==> config.mk <==
export PLATFORM = sky130hd
export DESIGN_NAME = csor_regs
export DESIGN_NICKNAME = d
export VERILOG_FILES = /design/src/hw/csor_regs.v /design/src/hw/csor_counter.v /design/src/hw/csor_sync.v
export VERILOG_INCLUDE_DIRS = /design/src /design/src/inc
export SDC_FILE = /design/constraint.sdc
export NUM_CORES = 1
export LEC_CHECK = 0
export BUFFER_PORTS_ARGS = -buffer_cell sky130_fd_sc_hd__buf_4
export CAP_MARGIN = 20
export CORE_MARGIN = 8
export CORE_UTILIZATION = 38
export DETAILED_ROUTE_END_ITERATION = 10
export PLACE_DENSITY = 0.58
export RECOVER_POWER = 100
export SYNTH_ARGS = -nofsm -noshare
export SYNTH_HDL_FRONTEND = slang
export SYNTH_SLANG_ARGS = --single-unit
==> constraint.sdc <==
create_clock -name i_core_clk -period 4.4 [get_ports i_core_clk]
set_clock_uncertainty 0.1 [all_clocks]
set_input_delay 0.88 -clock i_core_clk [delete_from_list [all_inputs] [get_ports i_core_clk]]
set_output_delay 0.88 -clock i_core_clk [all_outputs]
set_load 0.01 [all_outputs]
==> src/inc/csor_map.vh <==
// Purpose: constants of the communication status and output word bank
// Assumes: 16-bit parameter words addressed by a small word index
// Notes: indices are grouped by function
`ifndef CSOR_MAP_VH
`define CSOR_MAP_VH

// ****************************************
// Word indices
// ****************************************
`define CSOR_IDX_DIG_OUT 4'h0
`define CSOR_IDX_ANA_OUT 4'h1
`define CSOR_IDX_SER_STAT 4'h2
`define CSOR_IDX_SER_RX 4'h3
`define CSOR_IDX_SER_TX 4'h4
`define CSOR_IDX_SER_CHK 4'h5
`define CSOR_IDX_SER_BYTE 4'h6
`define CSOR_IDX_FB_IDENT 4'h7
`define CSOR_IDX_FB_STATE 4'h8
`define CSOR_IDX_CFG_STAT 4'h9
`define CSOR_IDX_CFG_CTRL 4'ha

// ****************************************
// Fields and codes
// ****************************************
`define CSOR_DIG_OUT_MASK 16'h0007
`define CSOR_ANA_OUT_MASK 16'h03ff
`define CSOR_CFG_CTRL_MASK 16'h0001
`define CSOR_CFG_CTRL_ABORT 0
`define CSOR_SER_OFF 2'h0
`define CSOR_SER_ON 2'h1
`define CSOR_SER_TIMEOUT 2'h2
`define CSOR_FB_ID_NONE 5'h00
`define CSOR_FB_ID_MAX 5'h19
`define CSOR_FB_ST_SETUP 4'h0
`define CSOR_FB_ST_INIT 4'h1
`define CSOR_FB_ST_WAIT 4'h2
`define CSOR_FB_ST_IDLE 4'h3
`define CSOR_FB_ST_ACTIVE 4'h4
`define CSOR_FB_ST_EXCEPT 4'h7
`define CSOR_FB_ST_ACCESS 4'h8
`define CSOR_MOTOR_I_RATIO 4'h5
`define CSOR_RST_WORD 16'h0000

`endif

==> src/hw/csor_regs.v <==
// Purpose: bank of 16-bit parameter words for outputs and link status
// Assumes: word port with index, write strobe and read strobe on core clock
// Notes: reads answer one cycle after the read strobe
//
// Summary of operation
// RL1: Digital output word bits 0..2 drive outputs one to three.
// RL2: Analog output is a 10-bit code, 0 is zero, 1023 full scale.
// RL3: Serial status reads 0 when the accessory is absent.
// RL4: Serial status reads 1 when the accessory is installed and detected.
// RL5: Serial status reads 2 on timeout alarm or fault while active.
// RL6: Received-telegram counter counts every received telegram.
// RL7: Transmitted-telegram counter counts every transmitted telegram.
// RL8: Count received messages with a bad CRC or checksum.
// RL9: Separately count received bytes with other communication errors.
// RL10: All serial counters are 16-bit and wrap to zero after 65535.
// RL11: Module ident reads 0 if absent, else a protocol code up to 25.
// RL12: Module state reads 0 awaiting setup, 1 while initialising.
// RL13: Module state 2 without master contact, 3 master idle.
// RL14: Module state 4 data exchange; 5 and 6 never reported.
// RL15: Module state 7 on serious error, 8 on access error.
// RL16: Config status bits 0..2: init, firmware download, guided start-up.
// RL17: Config status bits 3..5: incompatible, reset needed, panel copy.
// RL18: Motor start refused while any configuration condition is active.
// RL19: Enter configuration hold on any parameter conflict.
// RL20: Control bit 0 written 1 aborts guided start-up; 0 leaves it.
// RL21: Reserved bits read zero and ignore writes.
`include "csor_map.vh"

module csor_regs (
    input wire i_core_clk,
    input wire i_sys_rst,
    // Word access port
    input wire [3:0] i_reg_idx,
    input wire i_reg_wr,
    input wire i_reg_rd,
    input wire [15:0] i_reg_wdata,
    output reg [15:0] o_reg_rdata,
    output reg o_reg_rvalid,
    output reg o_reg_err,
    // Serial accessory, from outside the clock domain
    input wire i_ser_present,
    input wire i_serial_timeout_alarm,
    input wire i_serial_timeout_fault,
    // Serial events, one-cycle pulses on core clock
    input wire i_ser_rx_telegram,
    input wire i_ser_tx_telegram,
    input wire i_ser_check_error,
    input wire i_ser_byte_error,
    // Fieldbus module
    input wire i_fb_present,
    input wire [4:0] i_fb_ident,
    input wire i_fb_cfg_done,
    input wire i_fb_init_done,
    input wire i_fb_master_link,
    input wire i_fb_master_run,
    input wire i_fb_except,
    input wire i_fb_access_err,
    // Configuration-mode conditions
    input wire i_sys_init,
    input wire i_fw_download,
    input wire i_guided_startup,
    input wire i_reset_needed,
    input wire i_panel_copy_function,
    input wire i_param_conflict,
    input wire [15:0] i_motor_i_limit,
    input wire [15:0] i_starter_i_rated,
    input wire i_start_req,
    // Outputs to the plant
    output reg o_digital_output_one,
    output reg o_digital_output_two,
    output reg o_digital_output_three,
    output reg [9:0] o_analog_output,
    output reg o_motor_start,
    output reg o_config_hold,
    output reg o_abort_startup
);

// ****************************************
// Pin synchronisers
// ****************************************
wire [2:0] ser_pins;
csor_sync #(.W(3)) u_sync (
    .i_core_clk(i_core_clk),
    .i_sys_rst(i_sys_rst),
    .i_async({i_ser_present, i_serial_timeout_alarm,
        i_serial_timeout_fault}),
    .o_sync(ser_pins)
);
wire ser_present = ser_pins[2];
wire ser_timeout = ser_pins[1] | ser_pins[0];

// ****************************************
// Serial counters
// ****************************************
wire [15:0] rx_cnt;
wire [15:0] tx_cnt;
wire [15:0] chk_cnt;
wire [15:0] byte_cnt;

// RL6: received telegrams
csor_counter u_rx (
    .i_core_clk(i_core_clk),
    .i_sys_rst(i_sys_rst),
    .i_event(i_ser_rx_telegram),
    .o_count(rx_cnt)
);
// RL7: transmitted telegrams
csor_counter u_tx (
    .i_core_clk(i_core_clk),
    .i_sys_rst(i_sys_rst),
    .i_event(i_ser_tx_telegram),
    .o_count(tx_cnt)
);
// RL8: bad check field
csor_counter u_chk (
    .i_core_clk(i_core_clk),
    .i_sys_rst(i_sys_rst),
    .i_event(i_ser_check_error),
    .o_count(chk_cnt)
);
// RL9: other byte errors
csor_counter u_byte (
    .i_core_clk(i_core_clk),
    .i_sys_rst(i_sys_rst),
    .i_event(i_ser_byte_error),
    .o_count(byte_cnt)
);

// ****************************************
// Serial interface status
// ****************************************
reg [1:0] ser_stat_ff;
reg [1:0] nxt_ser_stat;

always @* begin
    // RL3: accessory absent
    if (!ser_present) begin
        nxt_ser_stat = `CSOR_SER_OFF;
    // RL5: timeout while active
    end else if (ser_timeout) begin
        nxt_ser_stat = `CSOR_SER_TIMEOUT;
    // RL4: installed and detected
    end else begin
        nxt_ser_stat = `CSOR_SER_ON;
    end
end

always @(posedge i_core_clk) begin
    if (i_sys_rst) begin
        ser_stat_ff <= `CSOR_SER_OFF;
    end else begin
        ser_stat_ff <= nxt_ser_stat;
    end
end

// ****************************************
// Fieldbus module identification and state
// ****************************************
reg [4:0] fb_ident_ff;
reg [3:0] fb_state_ff;
reg [3:0] nxt_fb_state;

// RL11: absent or over-range reads zero
always @(posedge i_core_clk) begin
    if (i_sys_rst) begin
        fb_ident_ff <= `CSOR_FB_ID_NONE;
    end else if (!i_fb_present || i_fb_ident > `CSOR_FB_ID_MAX) begin
        fb_ident_ff <= `CSOR_FB_ID_NONE;
    end else begin
        fb_ident_ff <= i_fb_ident;
    end
end

always @* begin
    nxt_fb_state = fb_state_ff;
    // RL15: error states take priority
    if (!i_fb_present) begin
        nxt_fb_state = `CSOR_FB_ST_SETUP;
    end else if (i_fb_access_err) begin
        nxt_fb_state = `CSOR_FB_ST_ACCESS;
    end else if (i_fb_except) begin
        nxt_fb_state = `CSOR_FB_ST_EXCEPT;
    end else begin
        case (fb_state_ff)
            // RL12: automatic setup then init
            `CSOR_FB_ST_SETUP: begin
                if (i_fb_cfg_done) begin
                    nxt_fb_state = `CSOR_FB_ST_INIT;
                end
            end
            `CSOR_FB_ST_INIT: begin
                if (i_fb_init_done) begin
                    nxt_fb_state = `CSOR_FB_ST_WAIT;
                end
            end
            // RL13: waiting for or idle with master
            // RL14: exchanging data
            `CSOR_FB_ST_WAIT, `CSOR_FB_ST_IDLE,
            `CSOR_FB_ST_ACTIVE: begin
                if (!i_fb_master_link) begin
                    nxt_fb_state = `CSOR_FB_ST_WAIT;
                end else if (i_fb_master_run) begin
                    nxt_fb_state = `CSOR_FB_ST_ACTIVE;
                end else begin
                    nxt_fb_state = `CSOR_FB_ST_IDLE;
                end
            end
            // Error states leave only through reinitialisation
            `CSOR_FB_ST_EXCEPT, `CSOR_FB_ST_ACCESS: begin
                nxt_fb_state = `CSOR_FB_ST_SETUP;
            end
            default: begin
                nxt_fb_state = `CSOR_FB_ST_SETUP;
            end
        endcase
    end
end

always @(posedge i_core_clk) begin
    if (i_sys_rst) begin
        fb_state_ff <= `CSOR_FB_ST_SETUP;
    end else begin
        fb_state_ff <= nxt_fb_state;
    end
end

// ****************************************
// Configuration mode
// ****************************************
reg [5:0] cfg_stat_ff;
reg cfg_ctrl_ff;
wire cfg_wr = i_reg_wr && (i_reg_idx == `CSOR_IDX_CFG_CTRL);
// Product fits 20 bits, so no overflow on large ratings
wire [19:0] limit_max = {4'h0, i_starter_i_rated} *
    {16'h0000, `CSOR_MOTOR_I_RATIO};
// RL19: parameter conflict detection
wire incompat = i_param_conflict || ({4'h0, i_motor_i_limit} > limit_max);

// RL16: progress bits
// RL17: fault and copy bits
always @(posedge i_core_clk) begin
    if (i_sys_rst) begin
        cfg_stat_ff <= 6'h00;
    end else begin
        cfg_stat_ff <= {i_panel_copy_function, i_reset_needed, incompat,
            i_guided_startup, i_fw_download, i_sys_init};
    end
end

// RL20: abort bit, held until rewritten
always @(posedge i_core_clk) begin
    if (i_sys_rst) begin
        cfg_ctrl_ff <= 1'b0;
    end else if (cfg_wr) begin
        cfg_ctrl_ff <= i_reg_wdata[`CSOR_CFG_CTRL_ABORT];
    end
end

// ****************************************
// Output words
// ****************************************
reg [2:0] dig_out_ff;
reg [9:0] ana_out_ff;

// RL21: reserved bits not stored
always @(posedge i_core_clk) begin
    if (i_sys_rst) begin
        dig_out_ff <= 3'h0;
        ana_out_ff <= 10'h000;
    end else if (i_reg_wr) begin
        if (i_reg_idx == `CSOR_IDX_DIG_OUT) begin
            dig_out_ff <= i_reg_wdata[2:0];
        end
        if (i_reg_idx == `CSOR_IDX_ANA_OUT) begin
            ana_out_ff <= i_reg_wdata[9:0];
        end
    end
end

// RL1: drive digital outputs
// RL2: linear analog code
// RL18: refuse start in configuration mode
always @(posedge i_core_clk) begin
    if (i_sys_rst) begin
        o_digital_output_one <= 1'b0;
        o_digital_output_two <= 1'b0;
        o_digital_output_three <= 1'b0;
        o_analog_output <= 10'h000;
        o_motor_start <= 1'b0;
        o_config_hold <= 1'b0;
        o_abort_startup <= 1'b0;
    end else begin
        o_digital_output_one <= dig_out_ff[0];
        o_digital_output_two <= dig_out_ff[1];
        o_digital_output_three <= dig_out_ff[2];
        o_analog_output <= ana_out_ff;
        o_motor_start <= i_start_req && (cfg_stat_ff == 6'h00);
        o_config_hold <= (cfg_stat_ff != 6'h00);
        o_abort_startup <= cfg_ctrl_ff & cfg_stat_ff[2];
    end
end

// ****************************************
// Read port
// ****************************************
reg [15:0] rd_mux;
reg rd_bad;

// RL21: reserved bits read zero
always @* begin
    rd_bad = 1'b0;
    case (i_reg_idx)
        `CSOR_IDX_DIG_OUT: rd_mux = {13'h0000, dig_out_ff};
        `CSOR_IDX_ANA_OUT: rd_mux = {6'h00, ana_out_ff};
        `CSOR_IDX_SER_STAT: rd_mux = {14'h0000, ser_stat_ff};
        `CSOR_IDX_SER_RX: rd_mux = rx_cnt;
        `CSOR_IDX_SER_TX: rd_mux = tx_cnt;
        `CSOR_IDX_SER_CHK: rd_mux = chk_cnt;
        `CSOR_IDX_SER_BYTE: rd_mux = byte_cnt;
        `CSOR_IDX_FB_IDENT: rd_mux = {11'h000, fb_ident_ff};
        `CSOR_IDX_FB_STATE: rd_mux = {12'h000, fb_state_ff};
        `CSOR_IDX_CFG_STAT: rd_mux = {10'h000, cfg_stat_ff};
        `CSOR_IDX_CFG_CTRL: rd_mux = {15'h0000, cfg_ctrl_ff};
        default: begin
            rd_mux = 16'h0000;
            rd_bad = 1'b1;
        end
    endcase
end

always @(posedge i_core_clk) begin
    if (i_sys_rst) begin
        o_reg_rdata <= 16'h0000;
        o_reg_rvalid <= 1'b0;
        o_reg_err <= 1'b0;
    end else begin
        o_reg_rvalid <= i_reg_rd;
        o_reg_err <= (i_reg_rd | i_reg_wr) & rd_bad;
        if (i_reg_rd) begin
            o_reg_rdata <= rd_mux;
        end
    end
end

endmodule

==> src/hw/csor_counter.v <==
// Purpose: cyclic 16-bit event counter
// Assumes: event input is a one-cycle pulse on the core clock
// Notes: wraps from 16'hffff to zero by natural overflow
`include "csor_map.vh"

module csor_counter (
    input wire i_core_clk,
    input wire i_sys_rst,
    input wire i_event,
    output wire [15:0] o_count
);

reg [15:0] count_ff;

// RL10: wraps after 65535
always @(posedge i_core_clk) begin
    if (i_sys_rst) begin
        count_ff <= `CSOR_RST_WORD;
    end else if (i_event) begin
        count_ff <= count_ff + 16'h0001;
    end
end

assign o_count = count_ff;

endmodule

==> src/hw/csor_sync.v <==
// Purpose: two-flop synchroniser for a bus of levels
// Assumes: each bit is an independent level from outside the clock
// Notes: first stage feeds only the second stage
module csor_sync #(
    parameter W = 1
) (
    input wire i_core_clk,
    input wire i_sys_rst,
    input wire [W-1:0] i_async,
    output wire [W-1:0] o_sync
);

reg [W-1:0] meta_ff;
reg [W-1:0] sync_ff;

always @(posedge i_core_clk) begin
    if (i_sys_rst) begin
        meta_ff <= {W{1'b0}};
        sync_ff <= {W{1'b0}};
    end else begin
        meta_ff <= i_async;
        sync_ff <= meta_ff;
    end
end

assign o_sync = sync_ff;

endmodule

# After elaboration in Yosys (flattened, before gate mapping)

Cells that the tools add are included.

Output and inout port bits: 34
Logic and storage cells: 84
Register bits: 135
Input bits: 82

Bitwise logic cells: 6
Multipliers: 1
Muxes and demuxes: 10
Equality and inequality tests: 18
Reductions and logical operators: 19
Order comparisons: 2
$add $sub $neg: 4

Operators with widths:

| kind                    | number |
|---|---|
| $pmux W16 S11           | 1 |
| $add A16 B1 Y16 const B | 4 |
| $eq A4 B3 Y1 const B    | 5 |
| $gt A16 B19 Y1          | 1 |
| $mul A16 B3 Y19 const B | 1 |
| $eq A4 B2 Y1 const B    | 4 |
| $mux W4                 | 4 |
| $eq A4 B4 Y1 const B    | 3 |
| $pmux W4 S3             | 1 |
| $reduce_or A11 Y1       | 1 |
| $eq A4 B1 Y1 const B    | 2 |
| $logic_not A4 Y1        | 2 |
| $ne A4 B4 Y1 const B    | 2 |
| $reduce_and A2 Y1       | 4 |
| $logic_not A6 Y1        | 1 |
| $mux W3                 | 2 |
| $ne A3 B3 Y1 const B    | 2 |
| $reduce_bool A6 Y1      | 1 |
| $reduce_or A2 Y1        | 3 |
| $reduce_or A3 Y1        | 2 |
| $gt A5 B5 Y1 const B    | 1 |
| $and A1 B1 Y1           | 2 |
| $logic_and A1 B1 Y1     | 2 |
| $logic_or A1 B1 Y1      | 2 |
| other kinds (5)         | 7 |

# Logic depth before layout (Yosys ltp)

Depth after elaboration: 5
Mapped depth: 18
Mapped depth without buffers: 17

# Hierarchy

A second synthesis with hierarchy kept.

Cell total of the unflattened synthesis: 840
Area, all modules: 7300.8 µm²

By module, submodules not included:

| module       | area each (µm²) | cells each | times used | sequential area each (µm²) |
|---|---|---|---|---|
| csor_regs    | 4115.2          | 496        | 1          | 1301.2 |
| csor_counter | 757.0           | 83         | 4          | 320.3 |
| csor_sync    | 157.7           | 12         | 1          | 120.1 |

# Worst setup path before layout

OpenSTA, ideal clock, no wires.

Path type: in2reg
Start point: input i_starter_i_rated[1]
End point: register cfg_stat_ff[3]
Cell stages on the path: 18
Data required time: 4.208 ns
Buffers on the path: 1
Setup time: 0.092 ns
Arrival time: 4.101 ns
Setup slack: 0.106 ns
Path through: ha_1 > ha_1 > inv_1 > fa_1 > nor2b_4 > o2111ai_2 > or3b_1 > buf_2 > a221o_1 > a211o_1 > nand3_1 > ha_1 > and2_1 > nand4_1 > nor3_1 > a41oi_1 > o221ai_1 > o32ai_1

Cells in the longest elaborated chain, start to end: 3

Ends and longest elaborated chain:

| element              | line            | RTL |
|---|---|---|
| start, declared      | csor_regs.v:66  | `input wire [15:0] i_starter_i_rated,` |
| $mul A16 B3 Y19      | csor_regs.v:234 | `wire [19:0] limit_max = {4'h0, i_starter_i_rated} *` |
| $gt A16 B19 Y1       | csor_regs.v:237 | `wire incompat = i_param_conflict \|\| ({4'h0, i_motor_i_limit} > limit_max);` |
| $logic_or A1 B1 Y1   | csor_regs.v:237 |  |
| end signal, assigned | csor_regs.v:245 | `cfg_stat_ff <= {i_panel_copy_function, i_reset_needed, incompat,` |
| end, declared        | csor_regs.v:230 | `reg [5:0] cfg_stat_ff;` |

No other way between the ends.
A chain may end at the register's enable or synchronous reset.

# Worst setup path after layout

Same ends and word-level chain as after synthesis.

==> metrics.log <==
[metrics] outcome: finished with violations
[metrics] failing checks: max-capacitance violations, max-slew violations
[metrics] fraction of the yosys area taken by sequential cells: 39.3%
[metrics] xor/xnor cell area share of the yosys netlist: 8.28%
[metrics] standard cell core area: 17800 sq um
[metrics] Syn-to-layout area delta: 21.7%
[metrics] fin area: 8370 sq um
[metrics] n_diodes: 0
[metrics] worst setup margin: 0.217 ns
[metrics] weighted congestion at the end of routability-driven global placement: 0.906
[metrics] relative contribution of sequential cells to total power: 41.5%
[metrics] maximum ir drop on the vdd rail: 287 uV
[metrics] clock buffer count from CTS: 17
[metrics] detailed-route wire length: 18.7 mm
[metrics] final worst-path cycle share: 95.1%
[metrics] Row Count: 49
[metrics] main combinational cell family by area after synthesis: simple AND/OR/NAND/NOR gates
[metrics] final worst hold slack: 0.316 ns
[metrics] CTS root buf: sky130_fd_sc_hd__clkbuf_16
[metrics] layout cells sized above 1: 12.6%
[metrics] syn avg cell area: 8.58 sq um
[metrics] switching pwr: 0.000768 W
[metrics] violation count after the first detailed-route iteration: 302
[metrics] compound-gate portion of the synthesized area: 15.3%
[metrics] number of global-route vias before repair: 5831
[metrics] cells after synthesis: 801
[metrics] switching power share of the total: 25.2%
[metrics] ports placed on the boundary: 116
[metrics] portion of total power attributed to combinational logic: 13.2%
[metrics] type of element capturing the critical path: flip-flop
[metrics] Worst Path Class, Setup: input pin to flip-flop
[metrics] post-synthesis mux area share: 2.07%
[metrics] maximum fanout count along the critical path: 2
[metrics] endpoints failing setup: 0
[metrics] total number of nets in the final design: 1039
[metrics] cells taking the most area after synthesis: sky130_fd_sc_hd__dfxtp_1 39%, sky130_fd_sc_hd__ha_1 8.7%, sky130_fd_sc_hd__xor2_1 5.9%, sky130_fd_sc_hd__nor2_1 5.5%, sky130_fd_sc_hd__a21oi_1 5.1%
[metrics] clock tree from TritonCTS: done
[metrics] largest area contributor in the synthesized netlist: sky130_fd_sc_hd__dfxtp_1
[metrics] proportion of synthesized flip-flops having asynchronous set or reset: 0%
[metrics] remaining max-slew budget at the tightest pin: -80.2%
[metrics] number of detailed-route iterations in the first pass: 5
[metrics] adder and majority gate portion of the synthesized area: 9.03%
[metrics] number of flip-flops and latches in the synthesized netlist: 135
[metrics] required time worst endpoint: 4.62 ns
[metrics] Slew Limit Fails: 64
[metrics] die area: 22700 sq um
[metrics] antenna-violating nets left: 0
[metrics] clock buffer depth: 2
[metrics] maximum level of the CTS H-tree: 4
[metrics] hold buffer count at CTS: 0
[metrics] synthesized net count: 932
[metrics] number of remaining DRC errors: 0
[metrics] most common library cell in the layout ignoring fill and taps: sky130_fd_sc_hd__dfxtp_1
[metrics] total global-route track usage: 16.9%
[metrics] count of endpoints failing hold in the final timing report: 0
[metrics] unrepaired setup endpoints after global routing: no
[metrics] total number of vias: 6044
[metrics] Power Density: 364 nW/um^2
[metrics] starting utilization of the core area: 38.5%
[metrics] fraction of post-synthesis cell area in the top cell type by area: 39.3%
[metrics] post-detailed-route wirelength per cell: 16.3 um
[metrics] setup repair bufs after CTS: 0
[metrics] placed standard-cell area: 7940 sq um
[metrics] transition time at the pin with the least slew margin: 2.70 ns
[metrics] share of power burned in the clock network: 45.3%
[metrics] area share of and/or/nand/nor cells after synthesis: 23.1%
[metrics] minimum clock period: 4.18 ns
[metrics] unique cell type count in the Yosys netlist: 55
[metrics] height of the die: 151 um
[metrics] total global routing overflow: 0
[metrics] number of gates resized after cts: 0
[metrics] max-capacitance violation count: 1
[metrics] final-layout fill cell count: 1809
[metrics] number of vias per cell: 5.26
[metrics] die width: 151 um
[metrics] Internal Pwr Total: 0.00228 W
[metrics] startpoint types: input pin
[metrics] Post-synth EDFFs: 0
[metrics] worst reg2reg setup slack: 2.26 ns
[metrics] top_reg_cell synth: sky130_fd_sc_hd__dfxtp_1
[metrics] Worst-Skew Late Latency: 0.42 ns
[metrics] post-synthesis instance area: 6880 sq um
[metrics] path class of the lowest-slack min-delay path: flip-flop to flip-flop
[metrics] HPWL after detailed placement: 14.1 mm
[metrics] largest net degree at the start of global routing: 66
[metrics] IO buf count: 109
[metrics] Arr. time, crit path: 4.40 ns
[metrics] global-route wire length before repair: 30.0 mm
[metrics] highest-count cells in the layout ignoring fill and taps: 135 x sky130_fd_sc_hd__dfxtp_1, 100 x sky130_fd_sc_hd__nor2_1, 80 x sky130_fd_sc_hd__buf_4, 70 x sky130_fd_sc_hd__a21oi_1, 59 x sky130_fd_sc_hd__nand2_1
[metrics] number of antenna violations at the first check in global routing: 0
[metrics] peak clock frequency supported by timing: 0.239 GHz
[metrics] leakage power figure: 3.33 nW
[metrics] number of warning messages in the yosys log: 0
[metrics] clock transition time at the flip-flop clock pins of the worst setup and hold paths: 0.06 ns
[metrics] post-placement worst setup slack: -0.201 ns
[metrics] number of sinks handled by clock tree synthesis: 135
-- routing by layer --
layer / wire length (um) / vias to the layer above / GRT usage, %
li1: - / 3064 / -
met3: 1170 / 27 / 4.78
met1: 8460 / 2794 / 21.3
met4: 431 / 0 / 6.15
met5: 0 / - / 0
met2: 8650 / 159 / 27.1
-- registers in the layout, summed over array words and instances (netlist names), 2 cells and up --
register / count
fb_state_ff: 4
dig_out_ff: 3
cfg_stat_ff: 6
u_chk.o_count: 16
ana_out_ff: 10
o_reg_rdata: 16
fb_ident_ff: 5
u_tx.o_count: 16
u_sync.meta_ff: 3
o_analog_output: 10
ser_stat_ff: 2
u_byte.o_count: 16
u_sync.o_sync: 3
u_rx.o_count: 16
-- power groups by stage --
stage | Sequential, W | Combinational [W] | Clock (W)
3_3_place_gp | 0.00129 | 0.000405 | 0
5_1_grt | 0.00127 | 0.000457 | 0.00147
3_5_place_dp | 0.00129 | 0.000408 | 0
6_report | 0.00127 | 0.000403 | 0.00138
4_1_cts | 0.00127 | 0.000411 | 0.00141
2_1_floorplan | 0.00129 | 0.000262 | 0
-- metrics by stage --
stage	setup TNS [ns]	utilization, %	power (W)	instances
3_5_place_dp	-0.201	44.5	0.00170	1118
4_1_cts	0	47.8	0.00309	1148
5_1_grt	0	46.9	0.00320	1148
2_1_floorplan	0	-	0.00155	801
3_3_place_gp	-0.106	44.5	0.00170	1118
6_report	0	46.9	0.00305	1148
-- critical path, stage by stage --
cell and delay [ns]:
sky130_fd_sc_hd__buf_4 0.11, sky130_fd_sc_hd__ha_1 0.30, sky130_fd_sc_hd__ha_1 0.23, sky130_fd_sc_hd__inv_1 0.07, sky130_fd_sc_hd__fa_1 0.25, sky130_fd_sc_hd__nor2b_4 0.06
sky130_fd_sc_hd__o2111ai_2 0.17, sky130_fd_sc_hd__or3b_1 0.39, sky130_fd_sc_hd__a221o_1 0.33, sky130_fd_sc_hd__a211o_1 0.30, sky130_fd_sc_hd__nand3_1 0.08, sky130_fd_sc_hd__ha_1 0.24
sky130_fd_sc_hd__and2_0 0.17, sky130_fd_sc_hd__nand4_1 0.11, sky130_fd_sc_hd__nor3_1 0.06, sky130_fd_sc_hd__a41oi_1 0.23, sky130_fd_sc_hd__o221ai_1 0.15, sky130_fd_sc_hd__o32ai_1 0.27
-- layout make-up --
cell class	count	area (sq um)	area share, %
clock buffer	22	494	5.91
multi-input combinational	615	3980	47.5
inverter	20	75.1	0.897
sequential	135	2700	32.3
timing repair buffer	119	747	8.93
clock inverter	8	87.6	1.05
tap	229	287	3.42
-- synthesized netlist by cell type, drive strengths merged (3+ instances only) --
| library cell | instances |
|---|---|
| a22oi | 20 |
| and3 | 15 |
| a222oi | 7 |
| nor2b | 33 |
| nand3 | 35 |
| ha | 48 |
| nor3b | 4 |
| inv | 19 |
| dfxtp | 135 |
| nor3 | 11 |
| a32oi | 3 |
| mux2i | 12 |
| nand2b | 13 |
| or3 | 8 |
| a31oi | 5 |
| clkbuf | 24 |
| o21ai | 26 |
| a21oi | 70 |
| nand4 | 18 |
| and2 | 12 |
| xnor2 | 19 |
| nor2 | 100 |
| a21o | 5 |
| xor2 | 46 |
| nand2 | 59 |
| o221ai | 4 |
| o21a | 3 |
| buf | 7 |
| and4 | 6 |
-- final timing paths --
| path | from | end | cells after the start |
|---|---|---|---|
| worst max-delay path | i_starter_i_rated[1] | cfg_stat_ff[3]$_SDFF_PP0_ | 18 |
| worst min-delay path | u_sync.o_sync[1]$_SDFF_PP0_ | ser_stat_ff[0]$_SDFF_PP0_ | 1 |
| worst max register to register | u_chk.o_count[2]$_SDFFE_PP0P_ | u_chk.o_count[15]$_SDFFE_PP0P_ | 6 |
| worst min register to register | u_sync.o_sync[1]$_SDFF_PP0_ | ser_stat_ff[0]$_SDFF_PP0_ | 1 |
-- cells by family (layout without fill, tap and decap cells) --
group,count (synthesis),after routing
AO/OA/AOI/OAI,166,166
XOR/XNOR,65,65
adder cells (fa/ha/maj),49,49
buffers and inverters,51,169
flip-flops,135,135
multiplexers,14,14
AND/OR/NAND/NOR,321,321
(Power assumes the default switching activity.)
